$ cat config.mk
export PLATFORM = sky130hd
export DESIGN_NAME = sadc_seq
export DESIGN_NICKNAME = d
export VERILOG_FILES = /design/src/pkg/sadc_pkg.sv /design/src/sadc_seq.sv
export VERILOG_INCLUDE_DIRS = /design/src /design/src/pkg
export SDC_FILE = /design/constraint.sdc
export NUM_CORES = 1
export LEC_CHECK = 0
export BUFFER_PORTS_ARGS = -buffer_cell sky130_fd_sc_hd__buf_2
export CORE_ASPECT_RATIO = 1.25
export CORE_MARGIN = 4
export CORE_UTILIZATION = 50
export DETAILED_ROUTE_END_ITERATION = 8
export PLACE_DENSITY = 0.68
export SLEW_MARGIN = 10
export SYNTH_ARGS = -nofsm -noshare
export SYNTH_HDL_FRONTEND = slang
export SYNTH_SLANG_ARGS = --single-unit
$ cat constraint.sdc
create_clock -name clk -period 5.9 [get_ports clk]
set_input_delay 0.59 -clock clk [delete_from_list [all_inputs] [get_ports clk]]
set_output_delay 0.59 -clock clk [all_outputs]
set_load 0.005 [all_outputs]
$ cat src/pkg/sadc_consts.svh
/*
 * Register offsets, field positions, reset values and timing counts for the converter sequencer.
 * Assumes it is included by its bare name from the package and from the design file.
 */
`ifndef SADC_CONSTS_SVH
`define SADC_CONSTS_SVH

// ----------------------------------------------------------------------------
// Register offsets
// ----------------------------------------------------------------------------
`define SADC_OFS_MODE 16'hFFC4
`define SADC_OFS_RESULT 16'hFFC5
`define SADC_OFS_START 16'hFFC6

// ----------------------------------------------------------------------------
// Fields and reset values
// ----------------------------------------------------------------------------
`define SADC_MODE_RESET 8'h30
`define SADC_MODE_RSVD 8'h30
`define SADC_START_RSVD 8'h7F
`define SADC_BIT_SPEED 7
`define SADC_BIT_TRIG 6
`define SADC_BIT_BUSY 7
`define SADC_UNMAPPED_READ 8'hFF

// ----------------------------------------------------------------------------
// Timing
// ----------------------------------------------------------------------------
`define SADC_CLK_SLOW 62
`define SADC_CLK_FAST 31
`define SADC_STEPS 8

`endif

$ cat src/pkg/sadc_pkg.sv
/*
 * Types shared by the converter sequencer.
 * Assumes the constants header sits beside it on the include path.
 */
package sadc_pkg;
    `include "sadc_consts.svh"

    typedef enum logic [1:0] {
        SADC_IDLE,
        SADC_SAMPLE,
        SADC_DECIDE
    } sadc_state_e;

    typedef struct packed {
        logic [15:0] addr;
        logic [7:0] wdata;
        logic wr;
        logic rd;
    } sadc_bus_s;

    typedef struct packed {
        logic speed_fast;
        logic trig_en;
        logic [3:0] channel;
    } sadc_mode_s;
endpackage

$ cat src/sadc_seq.sv
/*
 * Sequencer of an 8-bit successive-approximation converter with mode, start and result registers.
 * Assumes a synchronous CPU register port and an analog comparator that answers within a cycle.
 */
`timescale 1ns/1ns
`include "sadc_consts.svh"
module sadc_seq
    import sadc_pkg::*;
#(
    parameter int SLOW_CLKS = `SADC_CLK_SLOW,
    parameter int FAST_CLKS = `SADC_CLK_FAST
) (
    input wire logic clk,
    input wire logic rst,
    input wire logic clk_en,
    input wire sadc_pkg::sadc_bus_s bus,
    output logic [7:0] rdata,
    input wire logic ext_trigger_pin,
    input wire logic trigger_pin_function_bit,
    input wire logic trigger_edge_select,
    input wire logic comp_out,
    output logic [7:0] dac_code,
    output logic [11:0] chan_onehot,
    output logic sample_hold,
    output logic start_busy_flag,
    output logic conv_end_request_flag
);
    import sadc_pkg::*;

    // ------------------------------------------------------------------------
    // Helpers
    // ------------------------------------------------------------------------
    function automatic logic [11:0] decode_chan(input logic [3:0] ch);
        logic [11:0] oh;
        oh = 12'h000;
        if (ch[3]) begin
            oh[4 + ch[2:0]] = 1'b1;
        end else if (ch[2]) begin
            oh[ch[1:0]] = 1'b1;
        end
        return oh;
    endfunction

    localparam logic [5:0] SLOW_STEP = 6'(SLOW_CLKS / `SADC_STEPS);
    localparam logic [5:0] FAST_STEP = 6'(FAST_CLKS / `SADC_STEPS);
    localparam logic [5:0] SLOW_SAMP = 6'(SLOW_CLKS - `SADC_STEPS * (SLOW_CLKS / `SADC_STEPS));
    localparam logic [5:0] FAST_SAMP = 6'(FAST_CLKS - `SADC_STEPS * (FAST_CLKS / `SADC_STEPS));

    sadc_mode_s conv_mode_reg;
    logic [7:0] conv_result_reg;
    logic [7:0] sar_reg;
    logic [7:0] bit_reg;
    logic [5:0] cnt_reg;
    logic fast_reg;
    sadc_state_e state_reg;
    logic trig_prev_reg;
    logic trig_edge;
    logic wr_start;
    logic wr_stop;
    logic start_req;
    logic done;
    logic step_end;
    logic [5:0] step_len;
    logic [5:0] samp_len;

    // ------------------------------------------------------------------------
    // Start sources
    // ------------------------------------------------------------------------
    assign wr_start = bus.wr && bus.addr == `SADC_OFS_START && bus.wdata[`SADC_BIT_BUSY];
    assign wr_stop = bus.wr && bus.addr == `SADC_OFS_START && !bus.wdata[`SADC_BIT_BUSY];
    // The pin is sampled once per enabled cycle so the edge is seen against its previous level.
    assign trig_edge = trigger_edge_select ? (ext_trigger_pin && !trig_prev_reg)
                                           : (!ext_trigger_pin && trig_prev_reg);
    assign start_req = wr_start || (trig_edge && conv_mode_reg.trig_en
                                    && trigger_pin_function_bit);
    assign step_len = fast_reg ? FAST_STEP : SLOW_STEP;
    assign samp_len = fast_reg ? FAST_SAMP : SLOW_SAMP;
    assign step_end = cnt_reg == 6'h01;
    assign done = state_reg == SADC_DECIDE && step_end && bit_reg[0] && !wr_stop;

    always_ff @(posedge clk or posedge rst) begin
        if (rst) begin
            trig_prev_reg <= 1'b0;
        end else if (clk_en) begin
            trig_prev_reg <= ext_trigger_pin;
        end
    end

    // ------------------------------------------------------------------------
    // Mode register
    // ------------------------------------------------------------------------
    always_ff @(posedge clk or posedge rst) begin
        if (rst) begin
            conv_mode_reg <= '0;
        end else if (clk_en && bus.wr && bus.addr == `SADC_OFS_MODE) begin
            conv_mode_reg.speed_fast <= bus.wdata[`SADC_BIT_SPEED];
            conv_mode_reg.trig_en <= bus.wdata[`SADC_BIT_TRIG];
            conv_mode_reg.channel <= bus.wdata[3:0];
        end
    end

    // ------------------------------------------------------------------------
    // Conversion sequencer
    // ------------------------------------------------------------------------
    always_ff @(posedge clk or posedge rst) begin
        if (rst) begin
            state_reg <= SADC_IDLE;
            cnt_reg <= 6'h00;
            bit_reg <= 8'h00;
            sar_reg <= 8'h00;
            fast_reg <= 1'b0;
            chan_onehot <= 12'h000;
            start_busy_flag <= 1'b0;
            sample_hold <= 1'b0;
        end else if (clk_en) begin
            case (state_reg)
                SADC_IDLE: begin
                    if (start_req) begin
                        state_reg <= SADC_SAMPLE;
                        fast_reg <= conv_mode_reg.speed_fast;
                        cnt_reg <= (conv_mode_reg.speed_fast ? FAST_SAMP : SLOW_SAMP)
                                   + (conv_mode_reg.speed_fast ? FAST_STEP : SLOW_STEP);
                        chan_onehot <= decode_chan(conv_mode_reg.channel);
                        start_busy_flag <= 1'b1;
                        sample_hold <= 1'b1;
                        sar_reg <= 8'h80;
                        bit_reg <= 8'h80;
                    end
                end
                SADC_SAMPLE: begin
                    if (wr_stop) begin
                        state_reg <= SADC_IDLE;
                        start_busy_flag <= 1'b0;
                        sample_hold <= 1'b0;
                        chan_onehot <= 12'h000;
                    end else if (cnt_reg == step_len + 6'h01) begin
                        state_reg <= SADC_DECIDE;
                        sample_hold <= 1'b0;
                        cnt_reg <= cnt_reg - 6'h01;
                    end else begin
                        cnt_reg <= cnt_reg - 6'h01;
                    end
                end
                SADC_DECIDE: begin
                    if (wr_stop) begin
                        state_reg <= SADC_IDLE;
                        start_busy_flag <= 1'b0;
                        chan_onehot <= 12'h000;
                    end else if (step_end) begin
                        // MSB-first trial: keep the bit when the input is at or above the trial code.
                        if (!comp_out) begin
                            sar_reg <= (sar_reg & ~bit_reg) | (bit_reg >> 1);
                        end else begin
                            sar_reg <= sar_reg | (bit_reg >> 1);
                        end
                        bit_reg <= bit_reg >> 1;
                        cnt_reg <= step_len;
                        if (bit_reg[0]) begin
                            state_reg <= SADC_IDLE;
                            start_busy_flag <= 1'b0;
                            chan_onehot <= 12'h000;
                        end
                    end else begin
                        cnt_reg <= cnt_reg - 6'h01;
                    end
                end
                default: begin
                    state_reg <= SADC_IDLE;
                end
            endcase
        end
    end

    always_ff @(posedge clk or posedge rst) begin
        if (rst) begin
            dac_code <= 8'h00;
        end else if (clk_en) begin
            dac_code <= sar_reg;
        end
    end

    // ------------------------------------------------------------------------
    // Result register and request flag
    // ------------------------------------------------------------------------
    // The result has no reset so a system reset leaves the last conversion readable.
    always_ff @(posedge clk) begin
        if (clk_en && done) begin
            conv_result_reg <= comp_out ? sar_reg : (sar_reg & ~bit_reg);
        end
    end

    always_ff @(posedge clk or posedge rst) begin
        if (rst) begin
            conv_end_request_flag <= 1'b0;
        end else if (clk_en) begin
            // Clearing lives in the interrupt controller; here the flag pulses once per end.
            conv_end_request_flag <= done;
        end
    end

    // ------------------------------------------------------------------------
    // Read port
    // ------------------------------------------------------------------------
    always_ff @(posedge clk or posedge rst) begin
        if (rst) begin
            rdata <= 8'h00;
        end else if (clk_en && bus.rd) begin
            case (bus.addr)
                `SADC_OFS_MODE: rdata <= {conv_mode_reg.speed_fast, conv_mode_reg.trig_en,
                                          2'b11, conv_mode_reg.channel};
                `SADC_OFS_RESULT: rdata <= conv_result_reg;
                `SADC_OFS_START: rdata <= {start_busy_flag, 7'h7F};
                default: rdata <= `SADC_UNMAPPED_READ;
            endcase
        end
    end

    // ------------------------------------------------------------------------
    // Check helpers
    // ------------------------------------------------------------------------
    // Counting enabled busy cycles keeps the length check free of long repetitions.
    // A conversion length above 128 clocks would wrap this counter.
    localparam logic [6:0] SLOW_LAST = 7'(SLOW_CLKS - 1);
    localparam logic [6:0] FAST_LAST = 7'(FAST_CLKS - 1);
    logic [6:0] busy_len_reg;

    always_ff @(posedge clk or posedge rst) begin
        if (rst) begin
            busy_len_reg <= 7'h00;
        end else if (clk_en) begin
            if (state_reg == SADC_IDLE) begin
                busy_len_reg <= 7'h00;
            end else begin
                busy_len_reg <= busy_len_reg + 7'h01;
            end
        end
    end

    // ------------------------------------------------------------------------
    // Checks
    // ------------------------------------------------------------------------
    property p_end_clears_busy;
        @(posedge clk) disable iff (rst) (clk_en && done) |=> !start_busy_flag;
    endproperty
    a_end_clears_busy: assert property (p_end_clears_busy) else $error("busy not cleared");

    property p_end_flag;
        @(posedge clk) disable iff (rst)
            ($fell(start_busy_flag) && !$past(wr_stop)) |-> conv_end_request_flag;
    endproperty
    a_end_flag: assert property (p_end_flag) else $error("end flag missing");

    property p_stop;
        @(posedge clk) disable iff (rst)
            (clk_en && wr_stop && state_reg != SADC_IDLE) |=> (state_reg == SADC_IDLE);
    endproperty
    a_stop: assert property (p_stop) else $error("abort ignored");

    property p_start;
        @(posedge clk) disable iff (rst)
            (clk_en && start_req && state_reg == SADC_IDLE) |=> start_busy_flag;
    endproperty
    a_start: assert property (p_start) else $error("start ignored");

    property p_trig_gate;
        @(posedge clk) disable iff (rst)
            (clk_en && state_reg == SADC_IDLE && !wr_start && !conv_mode_reg.trig_en)
            |=> !start_busy_flag;
    endproperty
    a_trig_gate: assert property (p_trig_gate) else $error("trigger not gated");

    property p_result_hold;
        @(posedge clk) disable iff (rst)
            (state_reg == SADC_IDLE && $past(state_reg) == SADC_IDLE)
            |-> $stable(conv_result_reg);
    endproperty
    a_result_hold: assert property (p_result_hold) else $error("result changed");

    property p_chan_stable;
        @(posedge clk) disable iff (rst)
            (state_reg == SADC_DECIDE && $past(state_reg) != SADC_IDLE) |-> $stable(chan_onehot);
    endproperty
    a_chan_stable: assert property (p_chan_stable) else $error("channel moved");

    property p_fast_len;
        @(posedge clk) disable iff (rst)
            ($rose(start_busy_flag) && fast_reg && clk_en) |-> start_busy_flag [*8];
    endproperty
    a_fast_len: assert property (p_fast_len) else $error("conversion too short");

    property p_reserved;
        @(posedge clk) disable iff (rst)
            ($past(bus.rd) && $past(bus.addr) == `SADC_OFS_START && $past(clk_en))
            |-> rdata[6:0] == 7'h7F;
    endproperty
    a_reserved: assert property (p_reserved) else $error("reserved bits not one");

    property p_len;
        @(posedge clk) disable iff (rst)
            (clk_en && done) |-> busy_len_reg == (fast_reg ? FAST_LAST : SLOW_LAST);
    endproperty
    a_len: assert property (p_len) else $error("conversion length wrong");

    property p_busy_read;
        @(posedge clk) disable iff (rst)
            ($past(bus.rd) && $past(bus.addr) == `SADC_OFS_START && $past(clk_en))
            |-> rdata[7] == $past(start_busy_flag);
    endproperty
    a_busy_read: assert property (p_busy_read) else $error("busy read wrong");

    property p_mode_rsvd;
        @(posedge clk) disable iff (rst)
            ($past(bus.rd) && $past(bus.addr) == `SADC_OFS_MODE && $past(clk_en))
            |-> rdata[5:4] == 2'b11;
    endproperty
    a_mode_rsvd: assert property (p_mode_rsvd) else $error("mode reserved bits not one");

    property p_pin_func;
        @(posedge clk) disable iff (rst)
            (clk_en && state_reg == SADC_IDLE && !wr_start && !trigger_pin_function_bit)
            |=> !start_busy_flag;
    endproperty
    a_pin_func: assert property (p_pin_func) else $error("pin function not gated");

    property p_chan_onehot;
        @(posedge clk) disable iff (rst) $onehot0(chan_onehot);
    endproperty
    a_chan_onehot: assert property (p_chan_onehot) else $error("two channels selected");

    property p_no_chan;
        @(posedge clk) disable iff (rst)
            (clk_en && state_reg == SADC_IDLE && start_req
             && conv_mode_reg.channel[3:2] == 2'b00) |=> chan_onehot == 12'h000;
    endproperty
    a_no_chan: assert property (p_no_chan) else $error("channel selected for none");

    property p_msb_first;
        @(posedge clk) disable iff (rst)
            (clk_en && state_reg == SADC_IDLE && start_req)
            |=> (sar_reg == 8'h80 && bit_reg == 8'h80);
    endproperty
    a_msb_first: assert property (p_msb_first) else $error("first trial not msb");

    property p_step_onehot;
        @(posedge clk) disable iff (rst) (state_reg != SADC_IDLE) |-> $onehot(bit_reg);
    endproperty
    a_step_onehot: assert property (p_step_onehot) else $error("trial bit lost");

    c_done: cover property (@(posedge clk) disable iff (rst) clk_en && done);
    c_abort: cover property (@(posedge clk) disable iff (rst)
        clk_en && wr_stop && state_reg == SADC_DECIDE);
    c_trig: cover property (@(posedge clk) disable iff (rst)
        clk_en && trig_edge && conv_mode_reg.trig_en && trigger_pin_function_bit);
    c_fast_done: cover property (@(posedge clk) disable iff (rst) clk_en && done && fast_reg);
    c_freeze: cover property (@(posedge clk) disable iff (rst) !clk_en && start_busy_flag);
endmodule

# Word level (Yosys, flattened, before mapping)
# Cells that the tools add are included.
# Widths: inputs -> output; s select.
[totals]
inputBits = 33
word_cells = 121
regBits = 71
output_inout_bits = 31
[classes]
eq_ne = 15
n_lt_le_gt_ge = 4
n_bitwise = 4
reduce_logical = 31
addsub = 4
muxes = 47
[op_table]
columns = ["cell", "count"]
rows = [
  ["$mux 12", 6],
  ["$mux 8", 7],
  ["$eq 16x16->1 const B", 3],
  ["$pmux 12 s3", 1],
  ["$pmux 8 s2", 2],
  ["$mux 6", 4],
  ["$pmux 8 s3", 1],
  ["$pmux 6 s3", 1],
  ["$logic_and 1x1->1", 16],
  ["$or 8x7->8", 2],
  ["$reduce_and 5->1", 3],
  ["$mux 2", 6],
  ["$mux 1", 11],
  ["$ne 2x2->1 const B", 5],
  ["$ne 3x3->1 const B", 3],
  ["$and 8x8->8", 1],
  ["$not 8->8", 1],
  ["$eq 6x1->1 const B", 1],
  ["$eq 6x4->1", 1],
  ["$mux 3", 2],
  ["$pmux 2 s3", 1],
  ["$reduce_and 6->1", 1],
  ["$sub 6x1->6 const B", 1],
  ["$lt 2x5->1 const B", 1],
  ["other kinds (20)", 24],
]

# Depth between registers and ports, before layout
[logic_depth]
depth_word = 8
ltp_mapped = 9
depth_no_buf = 7

# Least setup slack after synthesis
# OpenSTA, ideal clock, no wires.
[synth_path]
path_kind = "in2reg"
from = "in bus[13] (netlist name)"
to = "reg conv_result_reg[0], enable pin"
n_path_buf = 1
cell_stages = 5
required_ps = 5502
setup_ps = 398
t_arrival_ps = 2002
setup_slack_ps = 3500
path_cell_list = "nand4bb_1 > or4_4 > buf_6 > nor3_1 > nor4_1"
[synth_via]
elab_chain_cells = 6
[synth_rtl]
columns = ["element", "line_no", "source"]
rows = [
  ["start: declaration", "sadc_seq.sv:16", "input wire sadc_pkg::sadc_bus_s bus,"],
  ["$eq 16x16->1", "--", ""],
  ["$logic_and 1x1->1 (no line)", "--", ""],
  ["$logic_and 1x1->1", "sadc_seq.sv:70", "assign wr_stop = bus.wr && bus.addr == `SADC_OFS_START && !bus.wdata[`SADC_BIT_BUSY];"],
  ["$logic_not 1->1", "sadc_seq.sv:79", "assign done = state_reg == SADC_DECIDE && step_end && bit_reg[0] && !wr_stop;"],
  ["$logic_and 1x1->1", "sadc_seq.sv:79", ""],
  ["$logic_and 1x1->1", "sadc_seq.sv:187", "if (clk_en && done) begin"],
  ["end signal: assignment", "sadc_seq.sv:188", "conv_result_reg <= comp_out ? sar_reg : (sar_reg & ~bit_reg);"],
  ["end: declaration", "sadc_seq.sv:50", "logic [7:0] conv_result_reg;"],
]
# Every way passes these cells.
# A chain may end at the register's enable or synchronous reset.

# Worst setup path in the final report
[layout_path]
from = "reg state_reg[0]"
to = "reg start_busy_flag"
[layout_via]
elab_chain_cells = 3
elab_cells_between_ends = 10
classes_between = "6 x eq/ne; 1 x mux; 3 x reduce/logical"
[layout_rtl]
columns = ["element", "line_no", "source"]
rows = [
  ["start: declaration", "sadc_seq.sv:55", "sadc_state_e state_reg;"],
  ["start signal: assignment", "sadc_seq.sv:107", "state_reg <= SADC_IDLE;"],
  ["start signal: assignment", "sadc_seq.sv:119", "state_reg <= SADC_SAMPLE;"],
  ["start signal: assignment", "sadc_seq.sv:132", "state_reg <= SADC_IDLE;"],
  ["$eq 2x2->1, or another cell as far along", "sadc_seq.sv:116", "case (state_reg)"],
  ["$ne 3x3->1 (no line), or another cell as far along", "--", ""],
  ["$reduce_and 6->1 (no line)", "--", ""],
  ["end signal: assignment", "sadc_seq.sv:113", "start_busy_flag <= 1'b0;"],
  ["end signal: assignment", "sadc_seq.sv:124", "start_busy_flag <= 1'b1;"],
  ["end signal: assignment", "sadc_seq.sv:133", "start_busy_flag <= 1'b0;"],
  ["end: declaration", "sadc_seq.sv:25", "output logic start_busy_flag,"],
]
# Parallel ways exist; a longest one is shown, timed or not.

==> flow_metrics.env <==
export IMPL_num_vias=2877
export IMPL_coreArea_mm2=0.007313
export IMPL_cts_htree_levels=3
export IMPL_peakVddDrop_mv=0.2533
export IMPL_wl_um=8549
export IMPL_holdBufCountCts=0
export IMPL_ant_nets=0
export IMPL_first_global_vias=2913
export IMPL_synth_async_reset_ratio=0.8873
export IMPL_clk_pin_slew_worst_paths_ns=0.08
export IMPL_regMostFlops="chan_onehot"
export IMPL_cp_slowest_stage_delay_ns=0.80
export IMPL_globalplace_congestion=0.9114
export IMPL_layout_cells_non_filler=498
export IMPL_rows=35
export IMPL_io_pins=64
export IMPL_die_area_mm2=0.008933
export IMPL_ys_flop_type="dfrtp_1"
export IMPL_final_area_mm2=0.004283
export IMPL_max_slew_margin=0.3235
export IMPL_dp_hpwl_um=6250
export IMPL_final_common_cell="dfrtp_1"
export IMPL_largest_reg_flops=12
export IMPL_grt_pass1_wl_um=14520
export IMPL_dpl_cell_area_mm2=0.004088
export IMPL_dr_pass1_iters=4
export IMPL_total_power_uw=1443
export IMPL_cts_setup_buffers=0
export IMPL_syn_nets=382
export IMPL_cp_arrival_ns=3.20
export IMPL_r2r_slack_ns=2.90
export IMPL_final_cell_mix="dfrtp_1, buf_2, inv_1, a21oi_1, mux2i_1"
export IMPL_synthDistinctLibCells=58
export IMPL_maxSlewViolCount=0
export IMPL_synth_seq_cells=71
export IMPL_via_per_inst=5.777
export IMPL_period_share=0.5079
export IMPL_overflow=0
export IMPL_crit_type="reg2reg"
export IMPL_start_util=0.5112
export IMPL_status="finished, final reports clean"
export IMPL_syn_instance_count=342
export IMPL_clk_path_buf_depth=2
export IMPL_grt_max_degree=64
export IMPL_grt_usage=0.2011
export IMPL_cpLargestDelayFamily="compound AO/OA/AOI/OAI gates"
export IMPL_antenna_found_initial=0
export IMPL_synth_edf_count=8
export IMPL_setup_viol=0
export IMPL_die_height_um=104.7
export IMPL_fin_skew_ns=0.007913
export IMPL_r2r_end="start_busy_flag$_DFFE_PP0P_"
export IMPL_drive_gt1_frac=0.2882
export IMPL_dp_cells=482
export IMPL_drv_cap=0
export IMPL_path_cells="inv_1, ha_1, nor2_1, a41o_1, a21oi_1, o221a_2, a31oi_1"
export IMPL_tightestPinTransition_ns=1.015
export IMPL_reg2reg_depth=7
export IMPL_fmax_mhz=333.7
export IMPL_rsz0062_at_grt="false"
export IMPL_crit_path_max_fanout=23
export IMPL_p_leak_uw=0.002031
export IMPL_nFillCells=646
export IMPL_drtIter0Drc=151
export IMPL_cts_buffers=9
export IMPL_cts_root_buf="clkbuf_8"
export IMPL_cts_sinks=71
export IMPL_drc=0
export IMPL_startpoint_type="flip-flop"
export IMPL_utilization=0.5856
export IMPL_wl_per_cell_um=17.17
export IMPL_path_buf_inv=1
export IMPL_die_width_um=85.34
export IMPL_num_antenna_cells=0
export IMPL_hold_violations=0
export IMPL_ys_seq_area_frac=0.4859
export IMPL_slowest_stage="a21oi_1"
export IMPL_ys_warn_count=0
export IMPL_required_ns=6.10
export IMPL_setup_tns_ns=0
export IMPL_nNetsFinal=441
export IMPL_power_density_mw_per_mm2=337.0
export IMPL_synth_area_mm2=0.003739
export IMPL_rr_startpoint="state_reg[0]$_DFFE_PP0P_"
export IMPL_end_kind="flip-flop"
export IMPL_clk_latency_ns=0.34
export IMPL_io_buffers=61
export IMPL_cts_resized=0
export IMPL_cts_tree="yes"
export IMPL_hp_class="in2async"
export IMPL_period_needed_ns=2.997
export IMPL_syn_to_final_growth_pct=14.56
export IMPL_syn_avg_cell_area_um2=10.93
==> per-stage QoR <==
step,hold slack [ns],setup slack (ns)
3_3_place_gp,0.4423,2.996
4_1_cts,0.4548,2.959
3_5_place_dp,0.4523,3.001
5_1_grt,0.4627,2.662
2_1_floorplan,0.4363,3.500
6_report,0.4660,2.903
==> metal layers <==
metal,global-route usage,routed length [um],vias to the layer above
met2,0.3333,4345,70
met3,0.04180,404,11
met4,0.06335,159,0
met1,0.2621,3639,1410
li1,-,-,1386
met5,0,0,-
==> cell type report <==
| type | instances | area (um2) | share of cell area |
|---|---|---|---|
| sequential | 71 | 1817 | 0.4242 |
| multi-input combinational | 229 | 1730 | 0.4040 |
| tap | 92 | 115.1 | 0.02688 |
| timing repair buffer | 64 | 327.8 | 0.07654 |
| inverter | 26 | 97.59 | 0.02279 |
| clock buffer | 9 | 123.9 | 0.02892 |
| clock inverter | 7 | 71.32 | 0.01665 |
==> cells in the mapped netlist (all sizes together) (4+ instances only) <==
| cell type | number | share of area |
|---|---|---|
| a21o | 4 | 0.0080 |
| a21oi | 24 | 0.035 |
| a31o | 4 | 0.0094 |
| a31oi | 5 | 0.0084 |
| a41o | 5 | 0.013 |
| buf | 9 | 0.018 |
| clkbuf | 7 | 0.0070 |
| dfrtp | 63 | 0.42 |
| edfxtp | 8 | 0.064 |
| ha | 7 | 0.023 |
| inv | 26 | 0.026 |
| mux2 | 17 | 0.051 |
| mux2i | 23 | 0.062 |
| nand2 | 22 | 0.022 |
| nand3 | 6 | 0.0080 |
| nand4 | 4 | 0.0067 |
| nor2 | 22 | 0.022 |
| nor2b | 4 | 0.0067 |
| nor3b | 5 | 0.011 |
| o211ai | 4 | 0.015 |
| o21ai | 15 | 0.020 |
| o221a | 7 | 0.021 |
| o221ai | 6 | 0.014 |
| o31ai | 6 | 0.012 |
==> worst max-delay path by stage <==
stage | start | endpoint | slack (ns) | cells past startpoint
floorplan | bus[13] | conv_result_reg[0]$_DFFE_PP_ | 3.50 | 5
global placement | state_reg[0]$_DFFE_PP0P_ | start_busy_flag$_DFFE_PP0P_ | 3.00 | 7
detailed placement | state_reg[0]$_DFFE_PP0P_ | start_busy_flag$_DFFE_PP0P_ | 3.00 | 7
CTS | state_reg[0]$_DFFE_PP0P_ | start_busy_flag$_DFFE_PP0P_ | 2.96 | 7
global route | state_reg[0]$_DFFE_PP0P_ | start_busy_flag$_DFFE_PP0P_ | 2.66 | 7
finish | state_reg[0]$_DFFE_PP0P_ | start_busy_flag$_DFFE_PP0P_ | 2.90 | 7
==> worst min-delay path, stage by stage <==
cell   delay (ns)
buf_2        0.10
inv_2        0.03
buf_4        0.61
==> logic make-up after synthesis <==
group	after synthesis	synth area share
simple gates	85	0.1248
flops	71	0.4859
mux	40	0.1128
fa+ha+maj	7	0.02343
compound gates	96	0.1995
xor+xnor	1	0.002343
buf+inv	42	0.05120
==> where the power goes <==
group	switching, uW	internal, uW
registers	65.1	574
clock network	190	195
logic	256	163
total	511	932
Note: power is estimated with default switching activity, not from simulation.
